===== src/core/pced_pkg.sv =====
// pced_pkg: register map, reset values and sizes for the pin change interrupt block
// assumes a 32-bit axi4-lite register bus with one register per aligned word
package pced_pkg;
	localparam int          PCED_PIN_W        = 8;
	localparam int          PCED_ADDR_W       = 6;
	localparam logic [5:0]  PCED_OFF_RISE     = 6'h00;
	localparam logic [5:0]  PCED_OFF_FALL     = 6'h04;
	localparam logic [5:0]  PCED_OFF_FLAGS    = 6'h08;
	localparam logic [5:0]  PCED_OFF_CTRL     = 6'h0c;
	localparam logic [5:0]  PCED_OFF_IRQ_STAT = 6'h10;
	localparam logic [5:0]  PCED_OFF_IRQ_EN   = 6'h14;
	localparam logic [5:0]  PCED_OFF_IRQ_CLR  = 6'h18;
	localparam logic [5:0]  PCED_OFF_PINS     = 6'h1c;
	localparam logic [7:0]  PCED_RST_BYTE     = 8'h00;
	localparam logic [1:0]  PCED_RESP_OKAY    = 2'h0;
	localparam logic [1:0]  PCED_RESP_SLVERR  = 2'h2;
	// ctrl bits
	localparam int          PCED_CTRL_MIE     = 0;
	localparam int          PCED_CTRL_SUM     = 1;
	localparam int          PCED_CTRL_SLEEP   = 2;
	// irq status bits
	localparam int          PCED_IRQ_W        = 2;
	localparam int          PCED_IRQ_CHANGE   = 0;
	localparam int          PCED_IRQ_WAKE     = 1;
	localparam int          PCED_SYNC_STAGES  = 2;
endpackage


===== src/core/pced_sync.sv =====
// pced_sync: two-flop synchroniser for one pin
// assumes the pin is asynchronous to mclk
`timescale 1ns/1ps
module pced_sync (
	// clock and reset
	input  wire logic mclk,
	input  wire logic reset,
	// pin and synchronised level
	input  wire logic pin_in,
	output logic      pin_sync
);
	import pced_pkg::*;
	logic meta_q;
	// meta_q feeds only the second flop
	always_ff @(posedge mclk) begin
		if (reset) begin
			meta_q   <= 1'b0;
			pin_sync <= 1'b0;
		end else begin
			meta_q   <= pin_in;
			pin_sync <= meta_q;
		end
	end
endmodule


===== src/core/pced_edge.sv =====
// pced_edge: edge detector on one synchronised pin
// assumes the input is already on mclk
`timescale 1ns/1ps
module pced_edge (
	// clock and reset
	input  wire logic mclk,
	input  wire logic reset,
	// level in, enables and detect pulse out
	input  wire logic level,
	input  wire logic rise_en,
	input  wire logic fall_en,
	output logic      hit
);
	import pced_pkg::*;
	logic prev_q;
	logic primed_q;
	// first sample after reset only primes, so a pin held high gives no false rise
	always_ff @(posedge mclk) begin
		if (reset) begin
			prev_q   <= 1'b0;
			primed_q <= 1'b0;
		end else begin
			prev_q   <= level;
			primed_q <= 1'b1;
		end
	end
	always_comb begin
		hit = primed_q & ((rise_en & level & ~prev_q) | (fall_en & ~level & prev_q));
	end
endmodule


===== src/core/pced_top.sv =====
// pced_top: per-pin change interrupt for one port, axi4-lite registers
// assumes pins are asynchronous; sleep state comes from the power controller on mclk
//
// Our own choices: the AXI4-Lite slave port and the placing of the registers.
`timescale 1ns/1ps
module pced_top #(
	parameter int PIN_W = pced_pkg::PCED_PIN_W
) (
	// clock and reset
	input  wire logic                           mclk,
	input  wire logic                           reset,
	// axi4-lite write address
	input  wire logic [pced_pkg::PCED_ADDR_W-1:0] s_axi_awaddr,
	input  wire logic                           s_axi_awvalid,
	output logic                                s_axi_awready,
	// axi4-lite write data
	input  wire logic [31:0]                    s_axi_wdata,
	input  wire logic [3:0]                     s_axi_wstrb,
	input  wire logic                           s_axi_wvalid,
	output logic                                s_axi_wready,
	// axi4-lite write response
	output logic [1:0]                          s_axi_bresp,
	output logic                                s_axi_bvalid,
	input  wire logic                           s_axi_bready,
	// axi4-lite read address
	input  wire logic [pced_pkg::PCED_ADDR_W-1:0] s_axi_araddr,
	input  wire logic                           s_axi_arvalid,
	output logic                                s_axi_arready,
	// axi4-lite read data
	output logic [31:0]                         s_axi_rdata,
	output logic [1:0]                          s_axi_rresp,
	output logic                                s_axi_rvalid,
	input  wire logic                           s_axi_rready,
	// port pins and power
	input  wire logic [PIN_W-1:0]               porta_pin,
	input  wire logic                           sleep_active,
	// interrupt and wake outputs
	output logic                                irq,
	output logic                                wake_req
);
	import pced_pkg::*;

	logic [PIN_W-1:0] pin_sync;
	logic [PIN_W-1:0] hit;
	logic [PIN_W-1:0] rise_en_q;
	logic [PIN_W-1:0] fall_en_q;
	logic [PIN_W-1:0] flags_q;
	logic             master_en_q;
	logic [PCED_IRQ_W-1:0] irq_stat_q;
	logic [PCED_IRQ_W-1:0] irq_en_q;
	logic [PCED_IRQ_W-1:0] irq_ev;
	logic             summary;
	logic             change_q;

	// write channel state
	logic [PCED_ADDR_W-1:0] aw_addr_q;
	logic             aw_have_q;
	logic [31:0]      w_data_q;
	logic [3:0]       w_strb_q;
	logic             w_have_q;
	logic             wr_fire;
	logic             wr_lane0;
	logic             wr_hit;
	// per-register write strobes and next values
	logic             wr_rise;
	logic             wr_fall;
	logic             wr_flags;
	logic             wr_ctrl;
	logic             wr_irq_en;
	logic             wr_irq_clr;
	logic             any_hit;
	logic             rd_take;
	logic [PIN_W-1:0] flags_d;
	logic [PCED_IRQ_W-1:0] irq_stat_d;
	logic [31:0]      rd_data_d;
	logic [1:0]       rd_resp_d;

	// one synchroniser and detector per pin
	genvar gi;
	generate
		for (gi = 0; gi < PIN_W; gi++) begin : g_pin
			pced_sync u_sync (
				.mclk     (mclk),
				.reset    (reset),
				.pin_in   (porta_pin[gi]),
				.pin_sync (pin_sync[gi])
			);
			pced_edge u_edge (
				.mclk    (mclk),
				.reset   (reset),
				.level   (pin_sync[gi]),
				.rise_en (rise_en_q[gi]),
				.fall_en (fall_en_q[gi]),
				.hit     (hit[gi])
			);
		end
	endgenerate

	// write address and data may arrive in either order
	assign wr_fire  = aw_have_q & w_have_q & ~s_axi_bvalid;
	assign wr_lane0 = w_strb_q[0];

	// address ready pulses once; a held address blocks a second one
	always_ff @(posedge mclk) begin
		if (reset) begin
			s_axi_awready <= 1'b0;
		end else begin
			s_axi_awready <= ~aw_have_q & ~s_axi_awready & s_axi_awvalid;
		end
	end

	always_ff @(posedge mclk) begin
		if (reset) begin
			aw_have_q <= 1'b0;
			aw_addr_q <= '0;
		end else if (s_axi_awvalid & s_axi_awready) begin
			aw_have_q <= 1'b1;
			aw_addr_q <= s_axi_awaddr;
		end else if (wr_fire) begin
			aw_have_q <= 1'b0;
		end
	end

	// data ready works the same way, independent of the address
	always_ff @(posedge mclk) begin
		if (reset) begin
			s_axi_wready <= 1'b0;
		end else begin
			s_axi_wready <= ~w_have_q & ~s_axi_wready & s_axi_wvalid;
		end
	end

	always_ff @(posedge mclk) begin
		if (reset) begin
			w_have_q <= 1'b0;
			w_data_q <= '0;
			w_strb_q <= '0;
		end else if (s_axi_wvalid & s_axi_wready) begin
			w_have_q <= 1'b1;
			w_data_q <= s_axi_wdata;
			w_strb_q <= s_axi_wstrb;
		end else if (wr_fire) begin
			w_have_q <= 1'b0;
		end
	end

	always_comb begin
		case (aw_addr_q)
			PCED_OFF_RISE, PCED_OFF_FALL, PCED_OFF_FLAGS, PCED_OFF_CTRL,
			PCED_OFF_IRQ_STAT, PCED_OFF_IRQ_EN, PCED_OFF_IRQ_CLR, PCED_OFF_PINS: wr_hit = 1'b1;
			default: wr_hit = 1'b0;
		endcase
	end

	// response stands until bready; no new write fires meanwhile
	always_ff @(posedge mclk) begin
		if (reset) begin
			s_axi_bvalid <= 1'b0;
		end else if (wr_fire) begin
			s_axi_bvalid <= 1'b1;
		end else if (s_axi_bready) begin
			s_axi_bvalid <= 1'b0;
		end
	end

	always_ff @(posedge mclk) begin
		if (reset) begin
			s_axi_bresp <= PCED_RESP_OKAY;
		end else if (wr_fire) begin
			s_axi_bresp <= wr_hit ? PCED_RESP_OKAY : PCED_RESP_SLVERR;
		end
	end

	// one strobe per writable register, none for irq status or pins; only byte lane 0 carries data
	assign wr_rise    = wr_fire & wr_lane0 & (aw_addr_q == PCED_OFF_RISE);
	assign wr_fall    = wr_fire & wr_lane0 & (aw_addr_q == PCED_OFF_FALL);
	assign wr_flags   = wr_fire & wr_lane0 & (aw_addr_q == PCED_OFF_FLAGS);
	assign wr_ctrl    = wr_fire & wr_lane0 & (aw_addr_q == PCED_OFF_CTRL);
	assign wr_irq_en  = wr_fire & wr_lane0 & (aw_addr_q == PCED_OFF_IRQ_EN);
	assign wr_irq_clr = wr_fire & wr_lane0 & (aw_addr_q == PCED_OFF_IRQ_CLR);
	assign any_hit    = |hit;
	assign rd_take    = s_axi_arvalid & s_axi_arready;

	// rising enables; any subset of pins may be armed
	always_ff @(posedge mclk) begin
		if (reset) begin
			rise_en_q <= PCED_RST_BYTE[PIN_W-1:0];
		end else if (wr_rise) begin
			rise_en_q <= w_data_q[PIN_W-1:0];
		end
	end

	// falling enables
	always_ff @(posedge mclk) begin
		if (reset) begin
			fall_en_q <= PCED_RST_BYTE[PIN_W-1:0];
		end else if (wr_fall) begin
			fall_en_q <= w_data_q[PIN_W-1:0];
		end
	end

	// master enable gates new interrupt events, the change level and wake, never detection or logged status
	always_ff @(posedge mclk) begin
		if (reset) begin
			master_en_q <= 1'b0;
		end else if (wr_ctrl) begin
			master_en_q <= w_data_q[PCED_CTRL_MIE];
		end
	end

	// irq enable, same layout as irq status
	always_ff @(posedge mclk) begin
		if (reset) begin
			irq_en_q <= '0;
		end else if (wr_irq_en) begin
			irq_en_q <= w_data_q[PCED_IRQ_W-1:0];
		end
	end

	// flags: a written zero clears, a detect in the same cycle wins
	always_comb begin
		flags_d = flags_q | hit;
		if (wr_flags) begin
			flags_d = (flags_q & w_data_q[PIN_W-1:0]) | hit;
		end
	end

	always_ff @(posedge mclk) begin
		if (reset) begin
			flags_q <= PCED_RST_BYTE[PIN_W-1:0];
		end else begin
			flags_q <= flags_d;
		end
	end

	assign summary = |flags_q;

	// change interrupt only with master enable; detection runs regardless
	assign irq_ev[PCED_IRQ_CHANGE] = master_en_q & any_hit;
	// wake event logged in the same cycle as the flag it comes from
	assign irq_ev[PCED_IRQ_WAKE]   = master_en_q & sleep_active & any_hit;

	// a written one clears a status bit; a new event in that cycle wins
	always_comb begin
		irq_stat_d = irq_stat_q | irq_ev;
		if (wr_irq_clr) begin
			irq_stat_d = (irq_stat_q & ~w_data_q[PCED_IRQ_W-1:0]) | irq_ev;
		end
	end

	always_ff @(posedge mclk) begin
		if (reset) begin
			irq_stat_q <= '0;
		end else begin
			irq_stat_q <= irq_stat_d;
		end
	end

	// level while any set flag and master enable stand
	always_ff @(posedge mclk) begin
		if (reset) begin
			change_q <= 1'b0;
		end else begin
			change_q <= master_en_q & summary;
		end
	end

	// enabled sticky status, or the live change level
	always_ff @(posedge mclk) begin
		if (reset) begin
			irq <= 1'b0;
		end else begin
			irq <= |(irq_stat_q & irq_en_q) | change_q;
		end
	end

	// raised one cycle after the flag, so the flag leads the wake
	always_ff @(posedge mclk) begin
		if (reset) begin
			wake_req <= 1'b0;
		end else begin
			wake_req <= sleep_active & master_en_q & summary;
		end
	end

	// read decode straight off the bus; the address stands until arready
	always_comb begin
		rd_data_d = '0;
		rd_resp_d = PCED_RESP_OKAY;
		case (s_axi_araddr)
			PCED_OFF_RISE:     rd_data_d[PIN_W-1:0] = rise_en_q;
			PCED_OFF_FALL:     rd_data_d[PIN_W-1:0] = fall_en_q;
			PCED_OFF_FLAGS:    rd_data_d[PIN_W-1:0] = flags_q;
			PCED_OFF_CTRL: begin
				rd_data_d[PCED_CTRL_MIE]   = master_en_q;
				rd_data_d[PCED_CTRL_SUM]   = summary;
				rd_data_d[PCED_CTRL_SLEEP] = sleep_active;
			end
			PCED_OFF_IRQ_STAT: rd_data_d[PCED_IRQ_W-1:0] = irq_stat_q;
			PCED_OFF_IRQ_EN:   rd_data_d[PCED_IRQ_W-1:0] = irq_en_q;
			PCED_OFF_IRQ_CLR:  rd_data_d = '0;
			PCED_OFF_PINS:     rd_data_d[PIN_W-1:0] = pin_sync;
			default:           rd_resp_d = PCED_RESP_SLVERR;
		endcase
	end

	// one read at a time: no new address while data waits
	always_ff @(posedge mclk) begin
		if (reset) begin
			s_axi_arready <= 1'b0;
		end else begin
			s_axi_arready <= ~s_axi_arready & ~s_axi_rvalid & s_axi_arvalid;
		end
	end

	always_ff @(posedge mclk) begin
		if (reset) begin
			s_axi_rvalid <= 1'b0;
		end else if (rd_take) begin
			s_axi_rvalid <= 1'b1;
		end else if (s_axi_rready) begin
			s_axi_rvalid <= 1'b0;
		end
	end

	// data and response stand until the next accepted address
	always_ff @(posedge mclk) begin
		if (reset) begin
			s_axi_rdata <= '0;
			s_axi_rresp <= PCED_RESP_OKAY;
		end else if (rd_take) begin
			s_axi_rdata <= rd_data_d;
			s_axi_rresp <= rd_resp_d;
		end
	end
endmodule


===== config.mk =====
export PLATFORM = sky130hd
export DESIGN_NAME = pced_top
export DESIGN_NICKNAME = d
export VERILOG_FILES = /design/src/core/pced_pkg.sv /design/src/core/pced_sync.sv /design/src/core/pced_edge.sv /design/src/core/pced_top.sv
export SDC_FILE = /design/constraint.sdc
export NUM_CORES = 1
export LEC_CHECK = 0
export ABC_CLOCK_PERIOD_IN_PS = 5300
export BUFFER_PORTS_ARGS = -buffer_cell sky130_fd_sc_hd__buf_2
export CORE_MARGIN = 2
export CORE_UTILIZATION = 38
export CTS_BUF_LIST = sky130_fd_sc_hd__clkbuf_16
export DETAILED_ROUTE_END_ITERATION = 6
export GPL_TIMING_DRIVEN = 0
export PLACE_DENSITY = 0.61
export SETUP_SLACK_MARGIN = 0.02
export SLEW_MARGIN = 0
export SYNTH_ARGS = -nofsm -noshare
export SYNTH_HDL_FRONTEND = slang
export SYNTH_SLANG_ARGS = --single-unit

===== constraint.sdc =====
create_clock -name mclk -period 5.3 [get_ports mclk]
set_input_delay 1.325 -clock mclk [delete_from_list [all_inputs] [get_ports mclk]]
set_output_delay 1.325 -clock mclk [all_outputs]
set_load 0.005 [all_outputs]

==> flow_summary.toml, run 1 <==
[outcome]
outcome = "finished clean"

[cells_and_area]
utilization_pct = 47.1
final_area_mm2 = 0.00454
diodes = 0
drive_gt1_share_pct = 21.4
nets = 554
fillers = 990
area_growth_pct = 22.2

[power]
p_total_mw = 1.45
ir_drop_v = 0.000203
power_density_mw_per_mm2 = 318
p_leak_nw = 1.89

[setup_path]
cp.required_ns = 5.57
cp.arrival_ns = 2.91
worst_path_largest_cell_delay_ns = 0.67
path_max_fanout = 10
critical_path.startpoint_type = "input port"
critPathKind = "input port to register"
cp-end-kind = "register"
slowest_stage = "nor3_1"
crit_path_cell_trace = "buf_2 > buf_1 > nor3_1 > a22oi_1 > nor2_1 > a21oi_1 > o21ai_1"

[routing]
totalWireLength_mm = 8.55
ant_nets = 0
vias = 3043
drc = 0
first_iter_violations = 93
viasPerCell = 4.85
wl_per_cell_um = 13.6
drt_first_pass_iters = 4

[synthesis]
yosysUniqueCellTypes = 41
synth_edf_count = 0
ys_seq_area_share_pct = 48.5
avgSynthCellArea_um2 = 9.22
ys_seq_elements = 90
yosys_warnings = 0
ys_async_sr_fraction_pct = 0
synth_ff_type = "dfxtp_1"
syn_inst = 403
syn-cell-area_mm2 = 0.00372

[place]
post_dp_cell_area_mm2 = 0.00423
dp_hpwl_mm = 6.33
port_buffers = 51
place_congestion = 0.895
dp_slack_ns = 2.24

[grt]
grt_pass1_wl_mm = 13.6
grt.overflow.total = 0
grt_start_max_net_pins = 18
grt_usage_pct = 16.7
antenna_found_initial = 0
grt_pass1_vias = 2734

[floorplanning]
initial_core_util_pct = 38.6
core_mm2 = 0.00964
ios = 107
die_area_mm2 = 0.0106
die_h_um = 103
rows = 36
die_w_um = 103

[clock_tree]
clockRootBuffer = "clkbuf_16"
postCtsSetupBuffers = 0
cts_buffers = 9
clk_pin_slew_ns = 0.07
cts_sinks = 90
cts_tree = "yes"
clkLatencyLatePin_ns = 0.34
cts_buffer_depth = 2
cts_resized = 0
h-tree-depth = 3
cts_hold_buf = 0

[sta]
rsz0062_at_grt = "no"
finalCriticalPeriod_ns = 2.64
report.final.slew_viol_count = 0
worst_pin_slew_ns = 0.730
timing.final.ws_setup_ns = 2.66
fmax_mhz = 379
tns_ns = 0
relSlewSlack_pct = 51.0
skew_ns = 0.0124
setup_viol = 0
timing.final.crit_share_pct = 49.8
hold_viol = 0

[job]
maxCapViolCount = 0

[worst_hold_path]
hold_path.class = "register to register"
## logic make-up after synthesis
group	synth area share (%)
simple gates	23.5
flops	48.5
compound gates	12.7
buf+inv	7.95
mux	7.21
other cells	0.101
## cell type report
class                           instances  area [um^2]  share of cell area [%]
Buffer                                 46          284                    6.26
Clock buffer                            9          225                    4.96
Clock inverter                          7         83.8                    1.85
Inverter                                3         11.3                   0.248
Multi-Input combinational cell        289         1710                    37.7
Sequential cell                        90         1800                    39.7
Tap cell                              133          166                    3.66
Timing Repair Buffer                   51          255                    5.62
## routing by layer
layer,track usage [%],wire length (um)
met1,23.5,4190
met2,25.7,3700
met3,3.25,487
met4,5.77,176
met5,0,0
## worst paths after layout
kind | startpoint | endpoint | cells past startpoint | slack [ns]
setup / recovery | s_axi_araddr[3] | s_axi_rdata[3] | 7 | 2.66
hold / removal | g_pin[6].u_sync.meta_q | g_pin[6].u_sync.pin_sync | 1 | 0.43
setup reg to reg | g_pin[3].u_edge.primed_q | irq_stat_q[1] | 6 | 3.45
hold reg to reg | g_pin[6].u_sync.meta_q | g_pin[6].u_sync.pin_sync | 1 | 0.43
## cell usage after synthesis, types with 3 or more instances
cell type | instances | area [um^2]
a21oi_1 | 34 | 170
a22o_1 | 6 | 52.6
a22oi_1 | 6 | 45.0
a31oi_1 | 6 | 37.5
buf_1 | 3 | 11.3
buf_4 | 27 | 203
clkbuf_1 | 13 | 48.8
dfxtp_1 | 90 | 1800
inv_1 | 3 | 11.3
mux2i_1 | 20 | 200
nand2_1 | 46 | 173
nand3_1 | 6 | 30.0
nand3b_1 | 4 | 30.0
nand4_1 | 5 | 31.3
nand4b_1 | 12 | 105
nor2_1 | 37 | 139
nor2b_1 | 29 | 181
nor3_1 | 4 | 20.0
nor4b_1 | 4 | 35.0
o21ai_0 | 12 | 60.1
o21ai_1 | 6 | 30.0
## placed cells by master (no fill, tap or decap), types with 3 or more instances in the layout
cell type / n
a21oi_1: 34
a22o_1: 6
a22oi_1: 6
a31oi_1: 6
buf_1: 3
buf_2: 53
buf_4: 27
clkbuf_1: 13
clkbuf_16: 9
conb_1: 26
dfxtp_1: 90
inv_1: 3
inv_6: 3
mux2i_1: 20
nand2_1: 46
nand3_1: 6
nand3b_1: 4
nand4_1: 5
nand4b_1: 12
nor2_1: 37
nor2b_1: 29
nor3_1: 4
nor4b_1: 4
o21ai_0: 12
o21ai_1: 6
## through the flow
step | hold slack, ns | cells
CTS | 0.435 | 628
floorplan | 0.414 | 428
global placement | 0.420 | 612
global route | 0.459 | 628
finish | 0.433 | 628
detailed placement | 0.420 | 612
## registers in the layout (all words and copies together), names as in the netlist, 2 cells and up, named ones only
| name | count |
|---|---|
| aw_addr_q | 6 |
| fall_en_q | 8 |
| flags_q | 8 |
| g_pin.u_edge.prev_q | 8 |
| g_pin.u_sync.meta_q | 8 |
| g_pin.u_sync.pin_sync | 8 |
| irq_en_q | 2 |
| irq_stat_q | 2 |
| rise_en_q | 8 |
| s_axi_rdata | 8 |
| w_data_q | 8 |
## critical path: cells and delay by family
| family | cells | cell delay [ns] |
|---|---|---|
| AO/OA/AOI/OAI | 3 | 0.38 |
| buffers and inverters | 2 | 0.37 |
| AND/OR/NAND/NOR | 2 | 0.82 |
## report_power, final
part,switching [mW],internal (mW)
Sequential,0.0116,0.691
Clock,0.281,0.375
Combinational,0.0469,0.0402
Total,0.340,1.11
(Power assumes the default switching activity.)
==> run 2: changes to the inputs <==
--- a/config.mk
+++ b/config.mk
@@ -5,14 +5,15 @@
 export SDC_FILE = /design/constraint.sdc
 export NUM_CORES = 1
 export LEC_CHECK = 0
-export ABC_CLOCK_PERIOD_IN_PS = 5300
+export ABC_AREA = 1
+export ABC_CLOCK_PERIOD_IN_PS = 2700
 export BUFFER_PORTS_ARGS = -buffer_cell sky130_fd_sc_hd__buf_2
 export CORE_MARGIN = 2
 export CORE_UTILIZATION = 38
 export CTS_BUF_LIST = sky130_fd_sc_hd__clkbuf_16
 export DETAILED_ROUTE_END_ITERATION = 6
 export GPL_TIMING_DRIVEN = 0
-export PLACE_DENSITY = 0.61
+export PLACE_DENSITY = 0.6
 export SETUP_SLACK_MARGIN = 0.02
 export SLEW_MARGIN = 0
 export SYNTH_ARGS = -nofsm -noshare
==> constraint.sdc (replaced) <==
create_clock -name mclk -period 2.7 [get_ports mclk]
set_input_delay 0.675 -clock mclk [delete_from_list [all_inputs] [get_ports mclk]]
set_output_delay 0.675 -clock mclk [all_outputs]
set_load 0.005 [all_outputs]
==> run 2 against run 1 <==
Net effect: via count rose by 16%; global-route usage rose by 1.2 points; synthesized cell count rose by 34%; largest cell class unchanged; largest power group unchanged; highest routed layer unchanged.
==> flow_summary.toml, run 2 <==
[floorplanning]
die_w_um = 106
die_h_um = 106
die_area_mm2 = 0.0112
rows = 37
core_mm2 = 0.0102
ios = 107
initial_core_util_pct = 38.6

[place]
port_buffers = 52
dp_hpwl_mm = 7.20
place_congestion = 0.837
post_dp_cell_area_mm2 = 0.00446

[sta]
skew_ns = 0.00944
setup_viol = 0
fmax_mhz = 592
finalCriticalPeriod_ns = 1.69
timing.final.crit_share_pct = 62.6
rsz0062_at_grt = "no"
tns_ns = 0
relSlewSlack_pct = 54.4
worst_pin_slew_ns = 0.684
hold_viol = 0
report.final.slew_viol_count = 0

[synthesis]
synth_edf_count = 0
ys_seq_elements = 90
ys_seq_area_share_pct = 45.8
synth_ff_type = "dfxtp_1"
yosys-top-cells-area = "dfxtp_1, inv_1, o21ai_0"
synth_common_cells = "inv_1, dfxtp_1, nand2_1, o21ai_0, a21oi_1"
avgSynthCellArea_um2 = 7.26
yosys.area.top_type = "dfxtp_1"
syn_inst = 542
yosysTopAreaCellShare_pct = 45.8
syn-cell-area_mm2 = 0.00393
ys_async_sr_fraction_pct = 0
synth_most_common_cell = "inv_1"
yosys_warnings = 0
yosysUniqueCellTypes = 31

[cells_and_area]
drive_gt1_share_pct = 18.4
layout_commonest_cell = "inv_1"
nets = 694
final_area_mm2 = 0.00475
diodes = 0
area_growth_pct = 20.8
final_cell_mix = "inv_1, dfxtp_1, nand2_1"

[clock_tree]
cts_buffer_depth = 2
clockRootBuffer = "clkbuf_16"
clkLatencyLatePin_ns = 0.34
cts_sinks = 90
cts_buffers = 9
clk_pin_slew_ns = 0.06
cts_hold_buf = 0
postCtsSetupBuffers = 0
cts_resized = 0
cts_tree = "yes"
h-tree-depth = 3

[routing]
drc = 0
viasPerCell = 4.57
vias = 3521
drt_first_pass_iters = 4
first_iter_violations = 140
totalWireLength_mm = 9.75
wl_per_cell_um = 12.6
ant_nets = 0

[outcome]
outcome = "finished clean"

[worst_hold_path]
worstHoldStart = "g_pin[3].u_sync.meta_q"
hold_path.class = "register to register"
worstHoldPathCells = 2
hold_end = "g_pin[3].u_sync.pin_sync"

[grt]
grt_pass1_vias = 3334
grt_usage_pct = 18.0
antenna_found_initial = 0
grt_pass1_wl_mm = 15.7
grt.overflow.total = 0
grt_start_max_net_pins = 16

[setup_path]
path_max_fanout = 10
critPathKind = "input port to register"
cp.arrival_ns = 1.96
reg2reg_slack_ns = 1.13
critical_path.startpoint_type = "input port"
reg2reg_depth = 7
slowest_stage = "buf_1"
r2r-end = "rise_en_q[4]"
crit_path_cell_trace = "clkbuf_1 > inv_1 > buf_2 > buf_1 > o21ai_0 > a21oi_1"
worst_path_largest_cell_delay_ns = 0.47
worstReg2RegStart = "aw_have_q"
cp-end-kind = "register"
cp.required_ns = 2.97

[job]
maxCapViolCount = 0

[power]
p_leak_nw = 2.27
power_density_mw_per_mm2 = 600
ir_drop_v = 0.000286
==> run 2: changes by cell type in the layout (fill, tap and decap cells not counted), sizes merged, moves of 15 or more <==
cell,delta
mux2i,-20
a21oi,+24
nor2b,-29
nand2,+43
inv,+101
o21ai,+49
nor2,+15
==> run 2: stage by stage <==
step | instances | utilization, % | worst slack [ns] | power (mW) | hold WS, ns
3_5_place_dp | 755 | 43.8 | 0.622 | 1.63 | 0.396
6_report | 771 | 46.7 | 1.01 | 2.85 | 0.402
4_1_cts | 771 | 46.7 | 0.981 | 2.88 | 0.402
3_3_place_gp | 755 | 43.8 | 0.637 | 1.62 | 0.392
2_1_floorplan | 567 | - | 1.15 | 1.55 | 0.388
5_1_grt | 771 | 46.7 | 0.790 | 2.96 | 0.417
==> run 2: cells by family after synthesis <==
family,count (synthesis),share of synthesized area (%)
buffers and inverters,148,17.0
DFF,90,45.8
AOI/OAI and AO/OA,132,17.3
and+or+nand+nor,171,19.8
other,1,0.0953
==> run 2: worst max-delay path: cells and delay by family <==
| kind | cells | cell delay (ns) |
|---|---|---|
| buffers and inverters | 4 | 0.98 |
| AO/OA/AOI/OAI | 2 | 0.31 |
==> run 2: worst max path at each step <==
stage                      from              to  slack, ns  cells after the start
final                     reset    aw_addr_q[3]       1.01                      6
after global routing      reset  s_axi_rdata[2]       0.79                      6
after CTS                 reset    fall_en_q[2]       0.98                      6
after detailed placement  reset    fall_en_q[2]       0.62                      6
after global placement    reset    aw_addr_q[4]       0.64                      6
after floorplan           reset    aw_addr_q[3]       1.15                      6
==> run 2: where the power goes <==
part | total, mW | switching (mW) | internal, mW
clock network | 1.25 | 0.532 | 0.717
logic | 0.210 | 0.125 | 0.0851
registers | 1.39 | 0.0251 | 1.36
total | 2.85 | 0.682 | 2.17
==> run 2: cell type report <==
class	count	area (um^2)
well taps	136	170
flip-flops and latches	90	1800
plain buffers	43	275
multi-input cells	329	1560
inverters	105	394
repair buffers	52	260
clock buffers	9	225
fillers	1043	5430
clock inverters	7	68.8
==> run 2: metal layers <==
metal	up-vias	part of all wire [%]	wire length, um	global-route usage [%]
li1	1822	-	-	-
met5	-	0	0	0
met1	1596	44	4330	21.6
met3	19	5.1	497	3.77
met4	0	2.2	211	7.89
met2	84	48	4700	30.9
